### src/core/scsp_defs.svh
// Register address, field positions, reset value and bus timing of the SMBus control port
`ifndef SCSP_DEFS_SVH
`define SCSP_DEFS_SVH
// Summary of operation
// - Bit 7 reads 1 as master, 0 slave.
// - Bit 6 reads 1 transmitting, 0 receiving.
// - Bit 5 reads 1 after start detected.
// - Writing bit 5 high starts master; restarts it after start or sent byte.
// - Bit 4 reads stop detected or stop pending.
// - Bit 4 high sends stop, then self-clears.
// - Bit 3 reads 1 when acknowledge decision needed.
// - Bit 2 reads 1 after arbitration lost.
// - Bit 1 reads received acknowledge or not.
// - Written bit 1 chooses next sent acknowledge.
// - Bus events set bit 0; holds SCL low.
// - Write 0 clears bit 0; 1 forces it.
// - Whole register reads zero after reset.
`define SCSP_CTRL_ADDR   8'hC0
`define SCSP_CTRL_RESET  8'h00
`define SCSP_BIT_ROLE    7
`define SCSP_BIT_DIR     6
`define SCSP_BIT_BEGIN   5
`define SCSP_BIT_HALT    4
`define SCSP_BIT_RESPREQ 3
`define SCSP_BIT_ARBITRATION_LOST_FLAG 2
`define SCSP_BIT_RESP    1
`define SCSP_BIT_EVENT   0
`define SCSP_ACK_SLOT    4'h8
`define SCSP_BYTE_DONE   4'h9
`define SCSP_CLK_MHZ     250
`define SCSP_HALF_NS     5000
`define SCSP_HALF_CYC    ((`SCSP_HALF_NS * `SCSP_CLK_MHZ + 999) / 1000)
`endif

### src/core/scsp_pkg.sv
// Types shared by the SMBus control port
package scsp_pkg;
	typedef enum logic [2:0] {
		scsp_m_idle   = 3'b000,
		scsp_m_start  = 3'b001,
		scsp_m_run    = 3'b010,
		scsp_m_rstart = 3'b011,
		scsp_m_stop1  = 3'b100,
		scsp_m_stop2  = 3'b101
	} scsp_mst_type;
	typedef struct packed {
		logic master;
		logic direction_indicator;
		logic begin_condition_flag;
		logic halt_condition_flag;
		logic response_request_flag;
		logic arbitration_lost_flag;
		logic ack;
		logic si;
	} scsp_ctrl_type;
endpackage : scsp_pkg

### src/core/scsp_sync.sv
// Two-stage synchroniser for pin inputs
`timescale 1ns/1ps
module scsp_sync #(
	parameter int WIDTH = 2
) (
	// Clock and reset
	input  wire logic             sys_clk,
	input  wire logic             rst,
	input  wire logic             ce,
	// Pins and synchronised copy
	input  wire logic [WIDTH-1:0] async_in,
	output logic      [WIDTH-1:0] sync_out
);
	logic [WIDTH-1:0] stage1;

	// Idle bus lines are high, so reset to released
	always_ff @(posedge sys_clk) begin
		if (rst) begin
			stage1   <= '1;
			sync_out <= '1;
		end else if (ce) begin
			stage1   <= async_in;
			sync_out <= stage1;
		end
	end
endmodule : scsp_sync

### src/core/scsp_top.sv
// SMBus control and status port with its bit engine
`timescale 1ns/1ps
`include "scsp_defs.svh"
module scsp_top
	import scsp_pkg::*;
#(
	parameter int HALF_CYC = `SCSP_HALF_CYC
) (
	// Clock, reset, enable
	input  wire logic       sys_clk,
	input  wire logic       rst,
	input  wire logic       ce,
	// Special-function register port
	input  wire logic [7:0] sfr_addr,
	input  wire logic       sfr_wr,
	input  wire logic [7:0] sfr_wdata,
	output logic      [7:0] sfr_rdata,
	// Byte data
	input  wire logic [7:0] tx_byte,
	output logic      [7:0] rx_byte,
	// Open-drain bus pins
	input  wire logic       scl_in,
	output logic            scl_out,
	output logic            scl_oe_n,
	input  wire logic       sda_in,
	output logic            sda_out,
	output logic            sda_oe_n
);
	scsp_ctrl_type ctrl, next_ctrl;
	scsp_mst_type  st, next_st;
	logic [1:0]  sync_pins;
	logic        s_scl, s_sda, p_scl, p_sda;
	logic [7:0]  shift, next_shift, next_rx_byte, next_rdata;
	logic [3:0]  bit_cnt, next_bit_cnt;
	logic [15:0] cnt, next_cnt;
	logic        sta_req, next_sta_req, active, next_active, first, next_first;
	logic        scl_low, next_scl_low, sda_low_m, next_sda_low_m, sda_low_d, next_sda_low_d;
	logic        wr_hit, si_release, scl_rise, scl_fall, start_det, stop_det;
	logic        half_done, bus_free, start_go, arb_hit;

	scsp_sync #(.WIDTH(2)) u_sync (
		.sys_clk  (sys_clk),
		.rst      (rst),
		.ce       (ce),
		.async_in ({scl_in, sda_in}),
		.sync_out (sync_pins)
	);

	assign s_scl      = sync_pins[1];
	assign s_sda      = sync_pins[0];
	assign wr_hit     = sfr_wr && (sfr_addr == `SCSP_CTRL_ADDR);
	assign si_release = wr_hit && ctrl.si && !sfr_wdata[`SCSP_BIT_EVENT];
	assign scl_rise   = s_scl && !p_scl;
	assign scl_fall   = !s_scl && p_scl;
	assign start_det  = p_scl && s_scl && p_sda && !s_sda;
	assign stop_det   = p_scl && s_scl && !p_sda && s_sda;
	assign half_done  = (cnt == 16'(HALF_CYC - 1));
	assign bus_free   = !active && !ctrl.master && s_scl && s_sda;
	assign start_go   = (st == scsp_m_idle) && sta_req && bus_free;
	// Another master pulled SDA low while this one released it
	assign arb_hit    = scl_rise && active && ctrl.master && ctrl.direction_indicator && (st == scsp_m_run)
	                    && (bit_cnt < `SCSP_ACK_SLOT) && !sda_low_d && !s_sda;

	always_comb begin
		next_ctrl      = ctrl;
		next_st        = st;
		next_shift     = shift;
		next_rx_byte   = rx_byte;
		next_bit_cnt   = bit_cnt;
		next_cnt       = cnt;
		next_sta_req   = sta_req;
		next_active    = active;
		next_first     = first;
		next_scl_low   = scl_low;
		next_sda_low_m = sda_low_m;
		next_sda_low_d = sda_low_d;
		if (wr_hit) begin
			next_ctrl.begin_condition_flag = sfr_wdata[`SCSP_BIT_BEGIN];
			next_sta_req  = sfr_wdata[`SCSP_BIT_BEGIN];
			next_ctrl.halt_condition_flag = sfr_wdata[`SCSP_BIT_HALT];
			next_ctrl.ack = sfr_wdata[`SCSP_BIT_RESP];
			next_ctrl.si  = sfr_wdata[`SCSP_BIT_EVENT];
		end
		// Releasing the event flag acts on the settings written with it
		if (si_release) begin
			next_ctrl.response_request_flag = 1'b0;
			if (ctrl.response_request_flag && !ctrl.direction_indicator) begin
				next_sda_low_d = next_ctrl.ack;
			end else if (ctrl.master && bit_cnt == 4'h0 && next_ctrl.halt_condition_flag) begin
				// A data bit left driven after a start event would block the stop edge
				next_st        = scsp_m_stop1;
				next_cnt       = 16'h0000;
				next_sda_low_d = 1'b0;
			end else if (ctrl.master && bit_cnt == 4'h0 && next_sta_req) begin
				next_st        = scsp_m_rstart;
				next_cnt       = 16'h0000;
				next_sda_low_d = 1'b0;
			end else if (ctrl.direction_indicator && bit_cnt == 4'h0) begin
				next_shift     = tx_byte;
				next_sda_low_d = !tx_byte[7];
			end
		end
		case (st)
			scsp_m_idle: begin
				if (start_go) begin
					next_st  = scsp_m_start;
					next_cnt = 16'h0000;
				end
			end
			scsp_m_start: begin
				next_cnt = cnt + 16'h0001;
				if (!sda_low_m) begin
					if (!s_scl) begin
						next_cnt = 16'h0000;
					end else if (half_done) begin
						next_sda_low_m = 1'b1;
						next_cnt       = 16'h0000;
					end
				end else if (half_done) begin
					next_st          = scsp_m_run;
					next_cnt         = 16'h0000;
					next_scl_low     = 1'b1;
					next_ctrl.master = 1'b1;
					next_ctrl.direction_indicator = 1'b1;
					next_ctrl.si     = 1'b1;
					next_ctrl.arbitration_lost_flag = 1'b0;
					next_sta_req     = 1'b0;
				end
			end
			scsp_m_run: begin
				// The event flag freezes the clock generator, so SCL stays low
				if (!ctrl.si) begin
					if (scl_low || s_scl) begin
						next_cnt = cnt + 16'h0001;
					end
					if (half_done) begin
						next_scl_low = !scl_low;
						next_cnt     = 16'h0000;
					end
				end
			end
			scsp_m_rstart: begin
				next_cnt = cnt + 16'h0001;
				if (half_done) begin
					next_scl_low = 1'b0;
					next_st      = scsp_m_start;
					next_cnt     = 16'h0000;
				end
			end
			scsp_m_stop1: begin
				next_cnt       = cnt + 16'h0001;
				next_sda_low_m = 1'b1;
				if (half_done) begin
					next_scl_low = 1'b0;
					next_st      = scsp_m_stop2;
					next_cnt     = 16'h0000;
				end
			end
			scsp_m_stop2: begin
				// Waits out clock stretching before the stop edge
				if (s_scl) begin
					next_cnt = cnt + 16'h0001;
				end
				if (half_done) begin
					next_sda_low_m = 1'b0;
					next_st        = scsp_m_idle;
					next_cnt       = 16'h0000;
				end
			end
			default: next_st = scsp_m_idle;
		endcase
		if (scl_rise && active) begin
			if (bit_cnt < `SCSP_ACK_SLOT) begin
				next_shift = {shift[6:0], s_sda};
			end else if (bit_cnt == `SCSP_ACK_SLOT && ctrl.direction_indicator) begin
				next_ctrl.ack = !s_sda;
			end
			next_bit_cnt = bit_cnt + 4'h1;
		end
		if (scl_fall && active) begin
			next_sda_low_m = 1'b0;
			if (bit_cnt == `SCSP_ACK_SLOT) begin
				next_sda_low_d = 1'b0;
				if (!ctrl.direction_indicator) begin
					next_ctrl.si    = 1'b1;
					next_ctrl.response_request_flag = 1'b1;
					next_rx_byte    = shift;
				end
			end else if (bit_cnt == `SCSP_BYTE_DONE) begin
				next_bit_cnt   = 4'h0;
				next_sda_low_d = 1'b0;
				next_first     = 1'b0;
				if (first) begin
					next_ctrl.direction_indicator = ctrl.master ? !shift[0] : shift[0];
				end
				if (ctrl.master && ctrl.halt_condition_flag) begin
					next_st  = scsp_m_stop1;
					next_cnt = 16'h0000;
				end else if (ctrl.direction_indicator || next_ctrl.direction_indicator) begin
					next_ctrl.si = 1'b1;
				end
			end else begin
				next_sda_low_d = ctrl.direction_indicator && !shift[7];
			end
		end
		if (start_det) begin
			next_ctrl.begin_condition_flag  = 1'b1;
			next_active    = 1'b1;
			next_first     = 1'b1;
			next_bit_cnt   = 4'h0;
			next_sda_low_d = 1'b0;
			if (!ctrl.master) begin
				next_ctrl.direction_indicator = 1'b0;
			end
		end
		if (stop_det) begin
			next_active    = 1'b0;
			next_bit_cnt   = 4'h0;
			next_sda_low_d = 1'b0;
			if (ctrl.master) begin
				next_ctrl.master = 1'b0;
				next_ctrl.halt_condition_flag    = 1'b0;
			end else begin
				next_ctrl.halt_condition_flag = 1'b1;
				next_ctrl.si  = 1'b1;
			end
		end
		if (arb_hit) begin
			next_ctrl.master  = 1'b0;
			next_ctrl.arbitration_lost_flag = 1'b1;
			next_ctrl.si      = 1'b1;
			next_st           = scsp_m_idle;
			next_scl_low      = 1'b0;
			next_sda_low_d    = 1'b0;
		end
		next_rdata = (sfr_addr == `SCSP_CTRL_ADDR) ? next_ctrl : 8'h00;
	end

	always_ff @(posedge sys_clk) begin
		if (rst) begin
			ctrl      <= `SCSP_CTRL_RESET;
			st        <= scsp_m_idle;
			shift     <= 8'h00;
			rx_byte   <= 8'h00;
			bit_cnt   <= 4'h0;
			cnt       <= 16'h0000;
			sta_req   <= 1'b0;
			active    <= 1'b0;
			first     <= 1'b0;
			scl_low   <= 1'b0;
			sda_low_m <= 1'b0;
			sda_low_d <= 1'b0;
			p_scl     <= 1'b1;
			p_sda     <= 1'b1;
			sfr_rdata <= 8'h00;
			scl_oe_n  <= 1'b1;
			sda_oe_n  <= 1'b1;
			scl_out   <= 1'b0;
			sda_out   <= 1'b0;
		end else if (ce) begin
			ctrl      <= next_ctrl;
			st        <= next_st;
			shift     <= next_shift;
			rx_byte   <= next_rx_byte;
			bit_cnt   <= next_bit_cnt;
			cnt       <= next_cnt;
			sta_req   <= next_sta_req;
			active    <= next_active;
			first     <= next_first;
			scl_low   <= next_scl_low;
			sda_low_m <= next_sda_low_m;
			sda_low_d <= next_sda_low_d;
			p_scl     <= s_scl;
			p_sda     <= s_sda;
			sfr_rdata <= next_rdata;
			scl_oe_n  <= !(next_ctrl.si || next_scl_low);
			sda_oe_n  <= !(next_sda_low_d || next_sda_low_m);
			scl_out   <= 1'b0;
			sda_out   <= 1'b0;
		end
	end
endmodule : scsp_top

### config.mk
export PLATFORM = sky130hd
export DESIGN_NAME = scsp_top
export DESIGN_NICKNAME = d
export VERILOG_FILES = /design/src/core/scsp_pkg.sv /design/src/core/scsp_sync.sv /design/src/core/scsp_top.sv
export VERILOG_INCLUDE_DIRS = /design/src /design/src/core
export SDC_FILE = /design/constraint.sdc
export NUM_CORES = 1
export LEC_CHECK = 0
export BUFFER_PORTS_ARGS = -buffer_cell sky130_fd_sc_hd__buf_2
export CAP_MARGIN = 20
export CELL_PAD_IN_SITES_DETAIL_PLACEMENT = 0
export CELL_PAD_IN_SITES_GLOBAL_PLACEMENT = 2
export CORE_AREA = 2 2 108 136
export CTS_BUF_LIST = sky130_fd_sc_hd__clkbuf_16
export DETAILED_ROUTE_END_ITERATION = 10
export DIE_AREA = 0 0 110 138
export PLACE_DENSITY = 0.72
export SETUP_SLACK_MARGIN = 0.02
export SYNTH_ARGS = -nofsm -noshare
export SYNTH_HDL_FRONTEND = slang
export SYNTH_SLANG_ARGS = --single-unit
export TNS_END_PERCENT = 20
### constraint.sdc
create_clock -name sys_clk -period 2.3 [get_ports sys_clk]
set_clock_uncertainty 0.05 [all_clocks]
set_input_delay 0.69 -clock sys_clk [delete_from_list [all_inputs] [get_ports sys_clk]]
set_output_delay 0.69 -clock sys_clk [all_outputs]
set_load 0.05 [all_outputs]
==> results.sh, run 1 <==
export IMPL_synth_seq_cells=69
export IMPL_drt_initial_drc_count=213
export IMPL_worstSetupPathType="register to register"
export IMPL_io_pins=50
export IMPL_crit_start="cnt[1]$_SDFFE_PP0P_"
export IMPL_crit_end="scl_low$_SDFFE_PP0P_"
export IMPL_r2r_cells=12
export IMPL_synth_edf_count=0
export IMPL_wl_per_cell_um=17.7
export IMPL_finalMaxSlewViolations=0
export IMPL_fin_util=0.401
export IMPL_htree_levels=3
export IMPL_dp_cells=815
export IMPL_drt_met1_wl_um=6250
export IMPL_p_total_mw=2.67
export IMPL_syn_area_per_cell_um2=7.71
export IMPL_dp_hpwl_um=11000
export IMPL_r2r_end="scl_low$_SDFFE_PP0P_"
export IMPL_path_clk_slew_ns=0.06
export IMPL_critical_path_arrival_ns=2.54
export IMPL_vias=4610
export IMPL_async_reset_ff_frac=0
export IMPL_fin_crit_ns=2.38
export IMPL_gp_congestion=0.889
export IMPL_p_leak_nw=2.22
export IMPL_rsz0062_at_grt="yes"
export IMPL_instances_no_fill=835
export IMPL_max_cap_viol_count=0
export IMPL_viasPerCell=5.52
export IMPL_cts_root_buffer="clkbuf_16"
export IMPL_synthFlopType="dfxtp_1"
export IMPL_syn_instance_count=544
export IMPL_power_density_nw_per_um2=473
export IMPL_cp_slowest_cell="dfxtp_2"
export IMPL_cp_required_ns=2.47
export IMPL_endpoint_kind="register"
export IMPL_grt_max_degree=39
export IMPL_crit_path_start_kind="register"
export IMPL_highest_layer="met4"
export IMPL_ant_nets=0
export IMPL_coreArea_um2=14000
export IMPL_antenna_found_initial=0
export IMPL_setup_viol=3
export IMPL_drc=0
export IMPL_layout_setup_ws_ns=-0.0785
export IMPL_yosys_warnings=0
export IMPL_cp_common_cell="ha_4"
export IMPL_cts_buffer_depth=2
export IMPL_cts_buffers=9
export IMPL_holdCritPathClass="register to register"
export IMPL_dieArea_um2=15200
export IMPL_grtUsageTotal=0.199
export IMPL_crit_fanout=2
export IMPL_path_cells="inv_2 -> ha_4 -> and3b_1 -> and4_4 -> inv_4 -> ha_4 -> mux2_2 -> or3_1 -> a21oi_2 -> nor4_4 -> mux2i_1 -> nor2_1"
export IMPL_dr_pass1_iters=5
export IMPL_hp_start="rx_byte[2]$_SDFFE_PP0P_"
export IMPL_die_y_um=138
export IMPL_worstReg2RegStart="cnt[1]$_SDFFE_PP0P_"
export IMPL_first_global_vias=4468
export IMPL_ys_types=70
export IMPL_ff2ff_setup_slack_ns=-0.08
export IMPL_run_status="complete, but fails checks"
export IMPL_drive_gt1_frac=0.286
export IMPL_crit_path_max_incr_delay_ns=0.32
export IMPL_fill_cells=1471
export IMPL_grt_first_pass_wirelength_um=23400
export IMPL_n_antenna_cell=0
export IMPL_fmaxAchievable_mhz=420
export IMPL_vdd_drop_max_mv=0.361
export IMPL_holdWs_ns=0.404
export IMPL_initial_core_util=0.299
export IMPL_max_slew_margin=0.635
export IMPL_violations="negative setup slack"
export IMPL_finalHoldViolCount=0
export IMPL_layout_nets=689
export IMPL_routed_wl_um=14800
export IMPL_area_growth_pct=34.1
export IMPL_fp_dieW_um=110
export IMPL_cts_hold_buf=0
export IMPL_num_rows=49
export IMPL_wl_met3_um=452
export IMPL_overflow=0
export IMPL_period_share=1.03
export IMPL_cts_tree="done"
export IMPL_tightest_slew_ns=0.540
export IMPL_port_buffers=43
export IMPL_cts_sinks=69
export IMPL_clkLatencyLatePin_ns=0.34
export IMPL_yosysSeqAreaShare=0.329
export IMPL_synth_cell_area_um2=4200
export IMPL_routed_wl_met2_um=7680
flip-flops by register name (all words and copies together) (netlist names), 2 cells and up:
name and count:
bit_cnt 4, cnt 16, ctrl 8, rx_byte 8, sfr_rdata 8, shift 8
st 3, u_sync.stage1 2, u_sync.sync_out 2
cell families (layout without fill, tap and decap cells):
kind of cell	count (synthesis)	in the layout	share of synthesized area
and+or+nand+nor	238	238	0.291
AOI/OAI and AO/OA	155	155	0.250
DFF	69	69	0.329
buffers and inverters	50	162	0.0510
muxes	18	18	0.0438
adders and majority gates	7	7	0.0209
xor gates and xnor gates	6	6	0.0125
other	1	2	0.000894
critical path: cells and delay by family (launching register included):
kind	cells	cell delay [ns]
AOI/OAI and AO/OA	1	0.18
DFF	1	0.32
adders and majority gates	2	0.31
and+or+nand+nor	5	0.90
muxes	2	0.39
buffers and inverters	2	0.11
cells in the final DEF (no fill, tap or decap), types with 5 or more instances in the layout:
cell type,n
nand2_1,62
ha_1,5
and3b_1,7
buf_2,43
or3_1,9
a21oi_1,40
inv_1,14
clkbuf_16,9
a22oi_1,11
nor2_1,61
nand2b_1,7
nand3_1,24
buf_4,83
nand4_1,11
dfxtp_1,67
o21ai_0,26
o211ai_1,7
nor3_1,11
mux2i_1,15
nor2b_1,7
o221a_2,8
o21ai_1,6
a311oi_1,8
and3_1,5
per-stage QoR:
step,cell area [um^2],setup TNS (ns),setup WS [ns]
2_1_floorplan,4250,-0.0217,-0.0217
3_3_place_gp,5190,-5.21,-0.305
3_5_place_dp,5190,-5.86,-0.284
4_1_cts,5530,-0.317,-0.101
5_1_grt,5630,-0.971,-0.188
6_report,5630,-0.138,-0.0785
how the worst min path moves through the flow:
stage,to,cells after the start
CTS,rx_byte[2]$_SDFFE_PP0P_,2
global placement,rx_byte[4]$_SDFFE_PP0P_,2
detailed placement,rx_byte[2]$_SDFFE_PP0P_,2
finish,rx_byte[2]$_SDFFE_PP0P_,2
global route,rx_byte[2]$_SDFFE_PP0P_,2
floorplan,u_sync.stage1[0]$_SDFFE_PP1P_,2
Yosys cell counts, types with 9 or more instances:
| cell | count | area (um^2) |
|---|---|---|
| a21oi_1 | 43 | 215 |
| a22oi_1 | 11 | 82.6 |
| clkbuf_1 | 22 | 82.6 |
| dfxtp_1 | 69 | 1380 |
| inv_1 | 15 | 56.3 |
| mux2i_1 | 15 | 150 |
| nand2_1 | 62 | 233 |
| nand3_1 | 24 | 120 |
| nand4_1 | 11 | 68.8 |
| nor2_1 | 61 | 229 |
| nor3_1 | 12 | 60.1 |
| o21ai_0 | 29 | 145 |
| or3_1 | 9 | 56.3 |
timing repair:
item                                    CTS  global route
endpoints found under the setup margin   19            28
pin swaps                                 7            11
cloned                                    0             0
gates resized for setup                  16            16
setup buffers                             2             3
per-layer routing:
| layer | vias up | global-route usage |
|---|---|---|
| met1 | 2252 | 0.233 |
| met5 | - | 0 |
| met4 | 0 | 0.0866 |
| met2 | 101 | 0.347 |
| li1 | 2229 | - |
| met3 | 28 | 0.0344 |
area by class of cell:
type	instances	area [um^2]	share of cell area
Clock buffer	9	225	0.0400
Clock inverter	7	33.8	0.00600
Inverter	15	58.8	0.0104
Multi-Input combinational cell	426	2780	0.495
Sequential cell	69	1380	0.246
Tap cell	178	223	0.0396
Timing Repair Buffer	131	921	0.164
power breakdown:
group	total, mW	internal, mW	switching, mW
Combinational	0.196	0.0748	0.121
Sequential	1.21	1.20	0.00758
Clock	1.26	0.712	0.546
Total	2.67	1.99	0.675
No activity file was read; power rests on OpenSTA's default activity.
==> run 2, diff against run 1 <==
--- a/config.mk
+++ b/config.mk
@@ -14,6 +14,7 @@
 export CTS_BUF_LIST = sky130_fd_sc_hd__clkbuf_16
 export DETAILED_ROUTE_END_ITERATION = 10
 export DIE_AREA = 0 0 110 138
+export MAX_ROUTING_LAYER = met4
 export PLACE_DENSITY = 0.72
 export SETUP_SLACK_MARGIN = 0.02
 export SYNTH_ARGS = -nofsm -noshare
==> run 2 against run 1 <==
The flow still finishes with violations (negative setup slack). Register-to-register slack about the same. Non-clock buffer count unchanged. Clock-buffer cell count unchanged. Sequential share of layout area unchanged. Fmax down 0.10%. Combinational power about the same. Largest cell class unchanged.
==> results.sh, run 2 (synthesized netlist as in run 1, its figures left out) <==
export IMPL_viasPerCell=5.52
export IMPL_cp_required_ns=2.47
export IMPL_cts_buffers=9
export IMPL_multi_input_area_um2=2780
export IMPL_pre_cts_ws_ns=-0.284
export IMPL_largest_reg_flops=16
export IMPL_routed_wl_um=14800
export IMPL_crit_path_start_kind="register"
export IMPL_dieArea_um2=15200
export IMPL_drive_gt1_frac=0.286
export IMPL_max_slew_margin=0.624
export IMPL_drt_initial_drc_count=194
export IMPL_vdd_drop_max_mv=0.360
export IMPL_overflow=0
export IMPL_fp_dieW_um=110
export IMPL_max_cap_viol_count=0
export IMPL_crit_end="scl_low$_SDFFE_PP0P_"
export IMPL_fill_cells=1471
export IMPL_r2r_end="scl_low$_SDFFE_PP0P_"
export IMPL_finalHoldViolCount=0
export IMPL_critical_path_arrival_ns=2.55
export IMPL_p_leak_nw=2.22
export IMPL_antenna_found_initial=0
export IMPL_gp_congestion=0.904
export IMPL_wl_per_cell_um=17.7
export IMPL_coreArea_um2=14000
export IMPL_cts_buffer_depth=2
export IMPL_num_rows=49
export IMPL_die_y_um=138
export IMPL_period_share=1.04
export IMPL_holdCritPathClass="register to register"
export IMPL_ant_nets=0
export IMPL_violations="negative setup slack"
export IMPL_dr_pass1_iters=5
export IMPL_grt_first_pass_wirelength_um=23300
export IMPL_regMostFlops="cnt"
export IMPL_grt_max_degree=39
export IMPL_crit_start="cnt[1]$_SDFFE_PP0P_"
export IMPL_dp_hpwl_um=11000
export IMPL_setup_viol=3
export IMPL_worstReg2RegStart="cnt[1]$_SDFFE_PP0P_"
export IMPL_final_common_cell="buf_4"
export IMPL_grtUsageTotal=0.205
export IMPL_layout_setup_ws_ns=-0.0810
export IMPL_htree_levels=3
export IMPL_drc=0
export IMPL_r2r_cells=12
export IMPL_tightest_slew_ns=0.556
export IMPL_first_global_vias=4484
export IMPL_design_area_um2=5630
export IMPL_cts_tree="done"
export IMPL_fin_crit_ns=2.38
export IMPL_vias=4610
export IMPL_finalMaxSlewViolations=0
export IMPL_path_clk_slew_ns=0.06
export IMPL_p_total_mw=2.66
export IMPL_layout_nets=689
export IMPL_crit_fanout=2
export IMPL_io_pins=50
export IMPL_worstSetupPathType="register to register"
export IMPL_rsz0062_at_grt="yes"
export IMPL_cts_sinks=69
export IMPL_dpl_cell_area_um2=5190
export IMPL_layout_common_cells="buf_4, dfxtp_1, nand2_1, nor2_1, buf_2"
export IMPL_power_density_nw_per_um2=473
export IMPL_n_antenna_cell=0
export IMPL_finalSetupTns_ns=-0.133
export IMPL_port_buffers=43
export IMPL_cts_root_buffer="clkbuf_16"
export IMPL_endpoint_kind="register"
export IMPL_layout_area_seq_um2=1380
export IMPL_ff2ff_setup_slack_ns=-0.08
export IMPL_fmaxAchievable_mhz=420
export IMPL_run_status="complete, but fails checks"
export IMPL_area_growth_pct=34.1
export IMPL_initial_core_util=0.299
export IMPL_clkLatencyLatePin_ns=0.34
run 2: changes by cell type in the layout (fill, tap and decap cells not counted):
cell and change:
o21ai_0 +1, o21ai_1 -1
run 2: repair_timing:
item	CTS	global route
pin swaps	7	11
gates resized for setup	16	15
hold buffers	0	0
hold endpoints to repair	0	0
endpoints found under the setup margin	19	28
buffers inserted	2	3
run 2: power by group:
group	total (mW)	internal (mW)	switching, mW
clock network	1.26	0.712	0.545
logic	0.196	0.0748	0.121
registers	1.21	1.20	0.00748
total	2.66	1.99	0.673
run 2: per-stage QoR:
| stage | util | std cells | hold WS (ns) |
|---|---|---|---|
| after CTS | 0.394 | 832 | 0.406 |
| after detailed placement | 0.370 | 815 | 0.397 |
| after global placement | 0.370 | 815 | 0.395 |
| final | 0.401 | 835 | 0.405 |
| after floorplan | - | 545 | 0.391 |
| after global routing | 0.401 | 835 | 0.423 |
run 2: critical path, stage by stage (launching register included):
cell	delay (ns)
dfxtp_2	0.32
inv_2	0.07
ha_4	0.12
and3b_1	0.19
and4_4	0.27
inv_4	0.04
ha_4	0.19
mux2_2	0.25
or3_1	0.32
a21oi_2	0.18
nor4_4	0.07
mux2i_1	0.14
nor2_1	0.05
run 2: how the worst min path moves through the flow:
stage | start | endpoint | cells after the start
2_1_floorplan | u_sync.stage1[0]$_SDFFE_PP1P_ | u_sync.stage1[0]$_SDFFE_PP1P_ | 2
3_3_place_gp | rx_byte[4]$_SDFFE_PP0P_ | rx_byte[4]$_SDFFE_PP0P_ | 2
3_5_place_dp | rx_byte[2]$_SDFFE_PP0P_ | rx_byte[2]$_SDFFE_PP0P_ | 2
4_1_cts | rx_byte[2]$_SDFFE_PP0P_ | rx_byte[2]$_SDFFE_PP0P_ | 2
5_1_grt | rx_byte[2]$_SDFFE_PP0P_ | rx_byte[2]$_SDFFE_PP0P_ | 2
6_report | rx_byte[2]$_SDFFE_PP0P_ | rx_byte[2]$_SDFFE_PP0P_ | 2
run 2: layer usage:
metal  part of all wire  global-route usage  vias up  wire, um
li1                   -                   -     2229         -
met1               0.42               0.233     2251      6260
met2               0.52               0.348       96      7650
met3              0.026              0.0273       34       384
met4              0.033              0.0946        0       488
met5                  0                   -        -         0
run 2: layout make-up:
cell class | instances | area share
multi-input cells | 426 | 0.495
flip-flops and latches | 69 | 0.246
repair buffers | 131 | 0.164
clock buffers | 9 | 0.0400
well taps | 178 | 0.0396
inverters | 15 | 0.0104
clock inverters | 7 | 0.00600
